<file path="config.mk">
export PLATFORM = sky130hd
export DESIGN_NAME = dsw_status_word
export DESIGN_NICKNAME = d
export VERILOG_FILES = /design/src/dsw_pkg.sv /design/src/dsw_edge_detect.sv /design/src/dsw_status_word.sv
export SDC_FILE = /design/constraint.sdc
export NUM_CORES = 1
export LEC_CHECK = 0
export ABC_AREA = 0
export BUFFER_PORTS_ARGS = -buffer_cell sky130_fd_sc_hd__buf_2
export CORE_AREA = 2 2 48 62
export DETAILED_ROUTE_END_ITERATION = 10
export DIE_AREA = 0 0 50 64
export PLACE_DENSITY_LB_ADDON = 0.08
export SYNTH_ARGS = -nofsm -noshare
export SYNTH_HDL_FRONTEND = slang
export SYNTH_SLANG_ARGS = --single-unit
</file>
<file path="constraint.sdc">
create_clock -name ref_clk -period 4.6 [get_ports ref_clk]
set_clock_uncertainty 0.1 [all_clocks]
set_input_delay 0.23 -clock ref_clk [delete_from_list [all_inputs] [get_ports ref_clk]]
set_output_delay 0.23 -clock ref_clk [all_outputs]
set_load 0.02 [all_outputs]
</file>
<file path="src/dsw_pkg.sv">
// dsw_pkg: constants and types for the drive status word logic
// assumes: included first in compile order
package dsw_pkg;
  localparam int DSW_WIDTH = 16;
  // control word bit positions
  localparam int CTL_ON = 0;
  localparam int CTL_COAST_STOP_ABSENT = 1;
  localparam int CTL_QUICK_STOP_ABSENT = 2;
  localparam int CTL_ENABLE = 3;
  localparam int CTL_RUN_TOGGLE = 6;
  localparam int CTL_FAULT_ACK = 7;
  localparam int CTL_REMOTE = 10;
  // status word bit positions
  localparam int ST_RDY_SWON = 0;
  localparam int ST_RDY_OP = 1;
  localparam int ST_OP_EN = 2;
  localparam int ST_FAULT = 3;
  localparam int ST_COAST_STOP_ABSENT = 4;
  localparam int ST_QUICK_STOP_ABSENT = 5;
  localparam int ST_SWON_INHIBIT = 6;
  localparam int ST_WARNING = 7;
  localparam int ST_NO_FOLLOW_ERR = 8;
  localparam int ST_CTRL_REQ = 9;
  localparam int ST_TARGET_REACHED = 10;
  localparam int ST_REF_SET = 11;
  localparam int ST_TARGET_ACK = 12;
  localparam int ST_STANDSTILL = 13;
  localparam int ST_OVERCURRENT = 14;
  localparam int ST_POS_LIMIT = 15;
  localparam logic [15:0] DSW_STATUS_RESET = 16'h0000;
  localparam logic [15:0] DSW_CONTROL_RESET = 16'h0000;

  // ordered drive state, one-hot
  typedef enum logic [5:0] {
    DSW_NOT_READY = 6'h01,
    DSW_RDY_SWON = 6'h02,
    DSW_RDY_OP = 6'h04,
    DSW_OP_EN = 6'h08,
    DSW_FAULT = 6'h10,
    DSW_INHIBIT = 6'h20
  } dsw_state_e;

  // motion, presence and fault events from the drive core
  typedef struct packed {
    logic errorActive;
    logic overcurrent;
    logic presenceStart;
    logic presenceDetect;
    logic markedRequired;
    logic runStart;
    logic runDone;
    logic targetArrive;
    logic moving;
    logic inFollowWindow;
    logic outsideLimits;
  } dsw_event_s;
endpackage

</file>
<file path="src/dsw_edge_detect.sv">
// dsw_edge_detect: per-bit falling-edge detector for the control word
// assumes: input already in the ref_clk domain
`timescale 1ns/1ps
module dsw_edge_detect #(
  parameter int WIDTH = 16
) (
  // clock and reset
  input wire logic clk,
  input wire logic rstN,
  input wire logic clkEn,
  // data
  input wire logic [WIDTH-1:0] din,
  output logic [WIDTH-1:0] fallPulse,
  output logic [WIDTH-1:0] prevLevel
);
  import dsw_pkg::*;
  logic [WIDTH-1:0] prev_q;
  logic [WIDTH-1:0] prev_d;

  always_comb
  begin
    prev_d = clkEn ? din : prev_q;
  end

  always_ff @(posedge clk or negedge rstN)
  begin
    if (!rstN)
      prev_q <= '0;
    else
      prev_q <= prev_d;
  end

  genvar i;
  generate
    for (i = 0; i < WIDTH; i++)
    begin : g_bit
      assign fallPulse[i] = clkEn & prev_q[i] & ~din[i];
    end
  endgenerate
  assign prevLevel = prev_q;
endmodule

</file>
<file path="src/dsw_status_word.sv">
// dsw_status_word: status word generator of a networked positioning drive
// assumes: control word and events arrive synchronous to ref_clk
`timescale 1ns/1ps
module dsw_status_word (
  // clock, enable and reset
  input wire logic ref_clk,
  input wire logic rst_n,
  input wire logic clkEn,
  // cyclic process data
  input wire logic [15:0] controlWord,
  output logic [15:0] driveStatusWord,
  // drive core events
  input wire dsw_pkg::dsw_event_s events,
  output logic moveStart,
  output dsw_pkg::dsw_state_e driveState
);
  import dsw_pkg::*;

  // reset asserts at once and releases through two flops
  logic rstMeta_q;
  logic rstSync_q;
  logic rstN;
  always_ff @(posedge ref_clk or negedge rst_n)
  begin
    if (!rst_n)
    begin
      rstMeta_q <= 1'b0;
      rstSync_q <= 1'b0;
    end
    else
    begin
      rstMeta_q <= 1'b1;
      rstSync_q <= rstMeta_q;
    end
  end
  assign rstN = rstSync_q;

  // falling edges of the control word, frozen with clkEn
  logic [15:0] ctlFall;
  logic [15:0] ctlPrev;
  dsw_edge_detect #(.WIDTH(DSW_WIDTH)) u_edge (
    .clk(ref_clk),
    .rstN(rstN),
    .clkEn(clkEn),
    .din(controlWord),
    .fallPulse(ctlFall),
    .prevLevel(ctlPrev)
  );

  dsw_state_e state_q;
  dsw_state_e state_d;
  logic [15:0] status_q;
  logic [15:0] status_d;
  logic ackFall;
  logic atLeastRdyOp;
  logic belowRdyOp;
  logic startMove;
  logic errAtOp;

  assign ackFall = ctlFall[CTL_FAULT_ACK];
  assign atLeastRdyOp = (state_q == DSW_RDY_OP) || (state_q == DSW_OP_EN);
  assign belowRdyOp = (state_q == DSW_NOT_READY) || (state_q == DSW_RDY_SWON);
  assign startMove = atLeastRdyOp && events.runStart
                     && (controlWord[CTL_RUN_TOGGLE] != status_q[ST_TARGET_ACK]);
  assign errAtOp = atLeastRdyOp && (events.errorActive || events.overcurrent);
  assign moveStart = clkEn && startMove;
  assign driveState = state_q;

  // next drive state
  always_comb
  begin
    state_d = state_q;
    unique case (state_q)
      DSW_NOT_READY:
        if (controlWord[CTL_REMOTE])
          state_d = DSW_RDY_SWON;
      DSW_RDY_SWON:
        if (!controlWord[CTL_REMOTE])
          state_d = DSW_NOT_READY;
        else if (controlWord[CTL_ON])
          state_d = DSW_RDY_OP;
      DSW_RDY_OP, DSW_OP_EN:
        if (errAtOp)
          state_d = DSW_FAULT;
        else if (!controlWord[CTL_REMOTE])
          state_d = DSW_NOT_READY;
        else if (!controlWord[CTL_ON])
          state_d = DSW_RDY_SWON;
        else if (state_q == DSW_RDY_OP && controlWord[CTL_ENABLE])
          state_d = DSW_OP_EN;
        else if (state_q == DSW_OP_EN && !controlWord[CTL_ENABLE])
          state_d = DSW_RDY_OP;
      DSW_FAULT:
        if (ackFall)
          state_d = DSW_INHIBIT;
      DSW_INHIBIT:
        if (ctlFall[CTL_ON])
          state_d = controlWord[CTL_REMOTE] ? DSW_RDY_SWON : DSW_NOT_READY;
      default:
        state_d = DSW_NOT_READY;
    endcase
    if (!clkEn)
      state_d = state_q;
  end

  // next status word, one clause per status bit, except one shared clause for bits 4, 5, 9 and 11
  always_comb
  begin
    status_d = status_q;
    status_d[ST_RDY_SWON] = controlWord[CTL_REMOTE];
    if (!controlWord[CTL_ON])
      status_d[ST_RDY_OP] = 1'b0;
    else if (state_q == DSW_RDY_SWON && controlWord[CTL_REMOTE])
      status_d[ST_RDY_OP] = 1'b1;
    if (!controlWord[CTL_ENABLE])
      status_d[ST_OP_EN] = 1'b0;
    else if (state_q == DSW_RDY_OP)
      status_d[ST_OP_EN] = 1'b1;
    if (errAtOp)
      status_d[ST_FAULT] = 1'b1;
    else if (ackFall)
      status_d[ST_FAULT] = 1'b0;
    if (events.presenceDetect || events.markedRequired)
    begin
      status_d[ST_COAST_STOP_ABSENT] = 1'b1;
      status_d[ST_QUICK_STOP_ABSENT] = 1'b1;
      status_d[ST_CTRL_REQ] = 1'b1;
      status_d[ST_REF_SET] = 1'b1;
    end
    else if (events.presenceStart)
    begin
      status_d[ST_COAST_STOP_ABSENT] = 1'b0;
      status_d[ST_QUICK_STOP_ABSENT] = 1'b0;
      status_d[ST_CTRL_REQ] = 1'b0;
      status_d[ST_REF_SET] = 1'b0;
    end
    if (state_q == DSW_FAULT && ackFall)
      status_d[ST_SWON_INHIBIT] = 1'b1;
    else if (ctlFall[CTL_ON])
      status_d[ST_SWON_INHIBIT] = 1'b0;
    if (events.errorActive || events.overcurrent)
      status_d[ST_WARNING] = 1'b1;
    else if (!status_q[ST_FAULT] || (ackFall && !errAtOp))
      status_d[ST_WARNING] = 1'b0;
    if (events.presenceStart)
      status_d[ST_NO_FOLLOW_ERR] = 1'b0;
    else if (events.moving)
      status_d[ST_NO_FOLLOW_ERR] = events.inFollowWindow;
    // target reached, held in fault and inhibit
    if (events.targetArrive)
      status_d[ST_TARGET_REACHED] = 1'b1;
    else if (startMove || belowRdyOp)
      status_d[ST_TARGET_REACHED] = 1'b0;
    if (belowRdyOp)
      status_d[ST_TARGET_ACK] = 1'b0;
    else if (startMove)
      status_d[ST_TARGET_ACK] = controlWord[CTL_RUN_TOGGLE];
    if (events.runDone)
      status_d[ST_STANDSTILL] = 1'b1;
    else if (startMove)
      status_d[ST_STANDSTILL] = 1'b0;
    if (events.overcurrent)
      status_d[ST_OVERCURRENT] = 1'b1;
    else if (ackFall)
      status_d[ST_OVERCURRENT] = 1'b0;
    status_d[ST_POS_LIMIT] = events.outsideLimits;
    if (!clkEn)
      status_d = status_q;
  end

  always_ff @(posedge ref_clk or negedge rstN)
  begin
    if (!rstN)
    begin
      state_q <= DSW_NOT_READY;
      status_q <= DSW_STATUS_RESET;
    end
    else
    begin
      state_q <= state_d;
      status_q <= status_d;
    end
  end

  assign driveStatusWord = status_q;
endmodule

</file>
==> results.json, run 1 <==
{
  "pwr-share-seq": 0.436,
  "r2r_slack_ns": 2.25,
  "io_buffers": 41,
  "holdCritStartpoint": "events[7]",
  "n_antenna_cell": 0,
  "finalWeightedCongestion": 0.863,
  "cpPeakStageDelay_ns": 0.64,
  "most-common-layout-cells": "41 x buf_2, 22 x dfrtp_1, 11 x nand2_1",
  "firstDrtPassIters": 4,
  "internal_power_uw": 402,
  "die_area_um2": 3200,
  "cts_tree": "yes",
  "cts-htree-levels": 1,
  "grt_max_degree": 22,
  "grt_pass1_wl_mm": 4.37,
  "max_freq_ghz": 0.396,
  "clock_tree.root_cell": "clkbuf_4",
  "rr_startpoint": "driveState[5]",
  "grt_setup_unrepaired": "false",
  "via_per_inst": 5.23,
  "rr_worst_depth": 5,
  "synthFlopType": "dfrtp_1",
  "nets": 185,
  "status": "finished, final reports clean",
  "maxSlewHeadroom": 0.442,
  "crit_path_end_kind": "output port",
  "period_minus_slack_ns": 2.53,
  "peakVddDrop_mv": 0.243,
  "synth-seq-cells": 23,
  "ys_seq_area_frac": 0.468,
  "fin_crit_sh": 0.550,
  "ant_nets": 0,
  "p_per_area_nw_per_um2": 446,
  "utilization": 0.566,
  "setup_tns_ns": 0,
  "hold_depth": 3,
  "yosysTopAreaCell": "dfrtp_1",
  "grt_util_all_layers": 0.180,
  "hold_end": "driveStatusWord[5]",
  "synth_warnings": 0,
  "dp_hpwl_mm": 1.95,
  "fin_total_pwr_uw": 657,
  "cpMostUsedCell": "inv_1",
  "synth_cell_type_count": 42,
  "drive_gt1_frac": 0.396,
  "grt_pass1_vias": 951,
  "drt_wl_total_mm": 2.55,
  "hold_slack_ns": 0.0207,
  "initial_core_util": 0.473,
  "grt_antenna_before_repair": 0,
  "p_sw_frac": 0.388,
  "worstSetupStartpointType": "register",
  "clk_pin_slew_ns": 0.12,
  "fin_area_um2": 1470,
  "worstSetupPathType": "register to output port",
  "fp.dieH_um": 64,
  "synth.cell_area_um2": 1230,
  "avgRoutedWirePerCell_um": 13.6,
  "insertion_delay_ns": 0.31,
  "drc": 0,
  "maxSlewViolCount": 0,
  "cts.path.max_buffers": 2,
  "ioPinCount": 53,
  "grt_overflow": 0,
  "areaGrowthSynthToFinish_pct": 19.6,
  "worstMarginPinSlew_ns": 0.837,
  "fp.coreArea_um2": 2600,
  "hold_viol": 0,
  "dr_total_vias": 983,
  "crit_chain": "nor4_1 -> o211ai_1 -> inv_1 -> nand3_1 -> inv_1 -> buf_2",
  "p_switching_uw": 255,
  "synth_nets": 144,
  "cts.sinks": 23,
  "rows": 21,
  "p_comb_frac": 0.423,
  "numCtsBuffers": 3,
  "hold_path_class": "primary input to register",
  "async_flop_share": 1.00,
  "synth_top_area_frac": 0.447,
  "crit_fanout": 9,
  "slowest_stage": "nor4_1",
  "die_w_um": 50,
  "postSynthCellCount": 114,
  "power_leakage_nw": 0.757,
  "postPlaceCellArea_um2": 1430,
  "mostFrequentLayoutCell": "buf_2",
  "clockPowerShare": 0.140,
  "synth_edf_count": 0,
  "cp.required_ns": 4.27,
  "r2r_end": "driveState[2]",
  "crit_arrival_ns": 2.20,
  "setup_viol": 0,
  "drv_cap": 0,
  "synth_area_leaders": "dfrtp_1 45%, mux2_4 6.1%, mux2_2 3.7%",
  "synth.avg_cell_area_um2": 10.8,
  "drtIter0Drc": 15
}
-- flip-flops by register name, indices dropped and copies added (netlist names) --
register          cells
rstN                  1
u_edge.prevLevel      2
driveState            6
driveStatusWord      13
rstMeta_q             1
-- stage by stage --
stage | instances | worst slack (ns)
after detailed placement | 182 | 2.27
after global routing | 188 | 1.84
after CTS | 188 | 2.06
after floorplan | 114 | 2.35
final | 188 | 2.07
after global placement | 182 | 2.26
-- metal layers --
metal / GRT usage / vias up / share of wire
met5: 0 / - / 0
met4: 0.0729 / 0 / 0.018
met3: 0.0280 / 5 / 0.039
met2: 0.303 / 31 / 0.52
met1: 0.226 / 457 / 0.42
li1: - / 490 / -
-- cell families (layout without fill, tap and decap cells) --
| logic type | count (synthesis) | in the layout | synth area share |
|---|---|---|---|
| simple gates | 41 | 41 | 0.193 |
| flops | 23 | 23 | 0.469 |
| xor+xnor | 2 | 2 | 0.0142 |
| other cells | 1 | 1 | 0.00305 |
| mux | 10 | 10 | 0.106 |
| buf+inv | 13 | 53 | 0.0620 |
| compound gates | 24 | 24 | 0.153 |
-- area by class of cell --
cell class | count | area (µm²)
flip-flops and latches | 23 | 577
repair buffers | 43 | 225
well taps | 34 | 42.5
multi-input cells | 78 | 578
fillers | 239 | 1130
inverters | 6 | 22.5
clock buffers | 3 | 22.5
clock inverters | 1 | 5.00
-- Yosys cell counts (2+ instances only) --
cell type  number
inv_1           6
buf_4           3
nand3_1         3
xor2_1          2
a21oi_1         3
mux2_4          5
nor3b_1         3
a22o_1          4
mux2_2          4
nor2_1          8
nand2_1        11
o21ai_0         4
nor2b_1         3
nand3b_1        2
dfrtp_1        22
a31oi_1         3
nand4_1         2
buf_6           2
-- how the worst max path moves through the flow --
stage / slack, ns / startpoint / cells past startpoint / end
4_1_cts: 2.06 / driveState[5] / 6 / moveStart
3_5_place_dp: 2.27 / driveState[5] / 5 / driveState[1]
5_1_grt: 1.84 / driveState[5] / 6 / moveStart
3_3_place_gp: 2.26 / driveState[5] / 5 / driveState[5]
2_1_floorplan: 2.35 / driveState[5] / 5 / driveState[1]
6_report: 2.07 / driveState[5] / 6 / moveStart
-- power groups by stage --
stage / clock [mW] / combinational, mW / sequential (mW)
after CTS: 0.0972 / 0.280 / 0.287
after detailed placement: 0 / 0.278 / 0.291
after floorplan: 0 / 0.186 / 0.316
after global routing: 0.106 / 0.308 / 0.294
after global placement: 0 / 0.276 / 0.289
final: 0.0920 / 0.278 / 0.287
-- timing repair --
item	in CTS	in global routing
gates resized for setup	0	0
hold buffers	2	0
setup buffers	0	0
endpoints found under the hold margin	3	0
-- worst max-delay path, delay by kind of cell, from the launching register on --
| kind | cells | cell delay, ns |
|---|---|---|
| buffers and inverters | 3 | 0.36 |
| and+or+nand+nor | 2 | 0.80 |
| AOI/OAI and AO/OA | 1 | 0.23 |
| DFF | 1 | 0.49 |
Note: power is estimated with default switching activity, not from simulation.
==> run 2: changes to the inputs <==
- ABC_AREA: 0 -> 1
- CORE_AREA: 2 2 48 62 -> 2 2 50 64
- DIE_AREA: 0 0 50 64 -> 0 0 52 66
- clock period: 4.6 -> 2.6 ns (I/O delays scaled with it)
==> run 2 against run 1 <==
  * Critical path depth unchanged
  * Synthesized cell count up 45%
  * Power up 74%
  * Register-to-register slack worse by 1.3 ns
  * Sequential share of layout area down 3.7 points
  * Design area up 11%
  * First-iteration DRC count up 6.7%
  * Non-clock buffer count up 8
  * Global-route usage up 2.3 points
  * Critical endpoint unchanged
  * Sequential cell count unchanged
  * Routed wire length up 23%
  * Sequential power up 67%
==> results.json, run 2 <==
{
  "status": "finished, final reports clean",
  "cts.path.max_buffers": 2,
  "crit_fanout": 7,
  "cpPeakStageDelay_ns": 0.45,
  "maxSlewViolCount": 0,
  "clock_tree.root_cell": "clkbuf_4",
  "p_per_area_nw_per_um2": 701,
  "avgRoutedWirePerCell_um": 12.5,
  "fin_crit_sh": 0.733,
  "yosysMostFrequentCell": "nand2_1",
  "hold_path_class": "primary input to register",
  "grt_setup_unrepaired": "false",
  "fin_total_pwr_mw": 1.14,
  "p_switching_uw": 488,
  "power_leakage_nw": 0.879,
  "pwr-share-seq": 0.421,
  "grt_max_degree": 22,
  "drc": 0,
  "die_w_um": 52,
  "synth_cell_type_count": 27,
  "cts.sinks": 23,
  "dp_cells": 237,
  "internal_power_uw": 653,
  "ant_nets": 0,
  "ioPinCount": 53,
  "grt_overflow": 0,
  "cp_num_buf_inv": 2,
  "synth_area_leaders": "dfrtp_1 43%, nand2_1 12%, nand3_1 6.6%",
  "slowest_stage": "dfrtp_1",
  "insertion_delay_ns": 0.31,
  "largest_register_ffs": 13,
  "most-common-layout-cells": "41 x nand2_1, 41 x buf_2, 22 x dfrtp_1",
  "n_antenna_cell": 0,
  "fp.coreArea_um2": 2840,
  "synth.cell_area_um2": 1280,
  "rr_startpoint": "driveState[5]",
  "hold_slack_ns": 0.00635,
  "critPathTopFamily": "simple AND/OR/NAND/NOR gates",
  "startpoint": "driveState[5]",
  "synth_warnings": 0,
  "worstMarginPinSlew_ns": 0.853,
  "drt_wl_total_mm": 3.14,
  "setup_tns_ns": 0,
  "async_flop_share": 1.00,
  "drv_cap": 0,
  "crit_chain": "nor2_2 -> nand3_2 -> nand2_2 -> nand3_2 -> inv_1 -> buf_2",
  "synth_top_area_frac": 0.429,
  "period_minus_slack_ns": 1.91,
  "r2r_slack_ns": 0.98,
  "synth_edf_count": 0,
  "grt_pass1_wl_mm": 5.13,
  "hold_viol": 0,
  "die_area_um2": 3430,
  "synthFlopType": "dfrtp_1",
  "final_cells": 251,
  "ys_seq_area_frac": 0.449,
  "yosysTopAreaCell": "dfrtp_1",
  "clk_pin_slew_ns": 0.13,
  "postSynthCellCount": 165,
  "max_freq_ghz": 0.525,
  "initial_core_util": 0.453,
  "cpMostUsedCell": "nand3_2",
  "p_comb_frac": 0.435,
  "cts_tree": "yes",
  "grt_util_all_layers": 0.203,
  "holdCritStartpoint": "controlWord[0]",
  "maxSlewHeadroom": 0.432,
  "drtIter0Drc": 16,
  "nets": 246,
  "synthTopCellsByCount": "41 x nand2_1, 22 x dfrtp_1, 19 x nor2_1, 17 x inv_1, 17 x nand3_1",
  "dr_total_vias": 1244,
  "rows": 22,
  "p_sw_frac": 0.427,
  "finalWeightedCongestion": 0.860,
  "worstSetupPathType": "register to output port",
  "synth-seq-cells": 23,
  "clockPowerShare": 0.144,
  "setup_viol": 0,
  "firstDrtPassIters": 4,
  "worstSetupStartpointType": "register",
  "grt_pass1_vias": 1236,
  "fp.dieH_um": 66,
  "cp.required_ns": 2.37,
  "synth.avg_cell_area_um2": 7.78,
  "drive_gt1_frac": 0.298,
  "crit_path_end_kind": "output port",
  "areaGrowthSynthToFinish_pct": 26.8,
  "peakVddDrop_mv": 0.584,
  "io_buffers": 41,
  "via_per_inst": 4.96,
  "numCtsBuffers": 3,
  "cts-htree-levels": 1,
  "grt_antenna_before_repair": 0,
  "dp_hpwl_mm": 2.45,
  "synth_nets": 195,
  "crit_arrival_ns": 1.68
}
[run 2: cell count changes after synthesis, moves of 3 or more]
cell     before  now
nor2_2        0    6
nor2_1        8   19
nor2b_1       3    0
nand2_1      11   41
nand4_1       2    5
nand3_1       3   17
mux2_4        5    0
mux2_2        4    0
a31oi_1       3    0
inv_1         6   17
nand3_2       0    3
nor3b_1       3    0
o21ai_0       4   10
[run 2: logic make-up after synthesis]
kind of cell	Yosys count	synth area share
compound gates	17	0.0789
xor+xnor	1	0.00682
buf+inv	24	0.0838
flops	23	0.449
other cells	1	0.00292
simple gates	99	0.378
[run 2: per-stage QoR]
step | instance area, µm² | setup slack (ns) | utilization
floorplan | 1280 | 1.09 | -
global placement | 1500 | 1.07 | 0.529
detailed placement | 1500 | 1.04 | 0.529
CTS | 1630 | 0.690 | 0.574
global route | 1630 | 0.515 | 0.574
finish | 1630 | 0.694 | 0.574
[run 2: routing by layer]
metal / part of all wire / GRT usage / up-vias
met5: 0 / 0 / -
met4: 0.020 / 0.0757 / 0
met3: 0.043 / 0.0294 / 6
met2: 0.53 / 0.388 / 33
met1: 0.40 / 0.217 / 576
li1: - / - / 629
[run 2: worst paths after layout]
path | to | depth (start not counted)
min reg2reg | driveState[3] | 0
max in group asynchronous | driveStatusWord[6] | 0
min | u_edge.prevLevel[0] | 3
max | moveStart | 6
min in group asynchronous | rstMeta_q | 2
max reg2reg | driveState[2] | 6
[run 2: area by class of cell]
| class | count | area, µm² |
|---|---|---|
| Fill cell | 254 | 1210 |
| Clock inverter | 1 | 5.00 |
| Tap cell | 36 | 45.0 |
| Sequential cell | 23 | 577 |
| Clock buffer | 3 | 22.5 |
| Multi-Input combinational cell | 118 | 599 |
| Timing Repair Buffer | 51 | 305 |
| Inverter | 19 | 73.8 |
[run 2: power groups by stage]
| stage | Clock [mW] | Combinational [mW] | Sequential [mW] |
|---|---|---|---|
| final | 0.164 | 0.496 | 0.480 |
| after global routing | 0.186 | 0.557 | 0.493 |
| after CTS | 0.173 | 0.498 | 0.482 |
| after detailed placement | 0 | 0.485 | 0.490 |
| after global placement | 0 | 0.480 | 0.485 |
| after floorplan | 0 | 0.278 | 0.556 |
[run 2: repair_timing]
action                                 in CTS  in global routing
gates resized for setup                     0                  0
endpoints found under the hold margin      10                  0
buffers inserted                            0                  0
hold buffers                               10                  0
[run 2: worst register-to-register path, cell delays in order (launching register included)]
cell      delay (ns)
dfrtp_1         0.45
nor2_2          0.30
nand3_1         0.21
nor2_1          0.20
o21bai_2        0.15
nand3_1         0.09
nand2_1         0.07
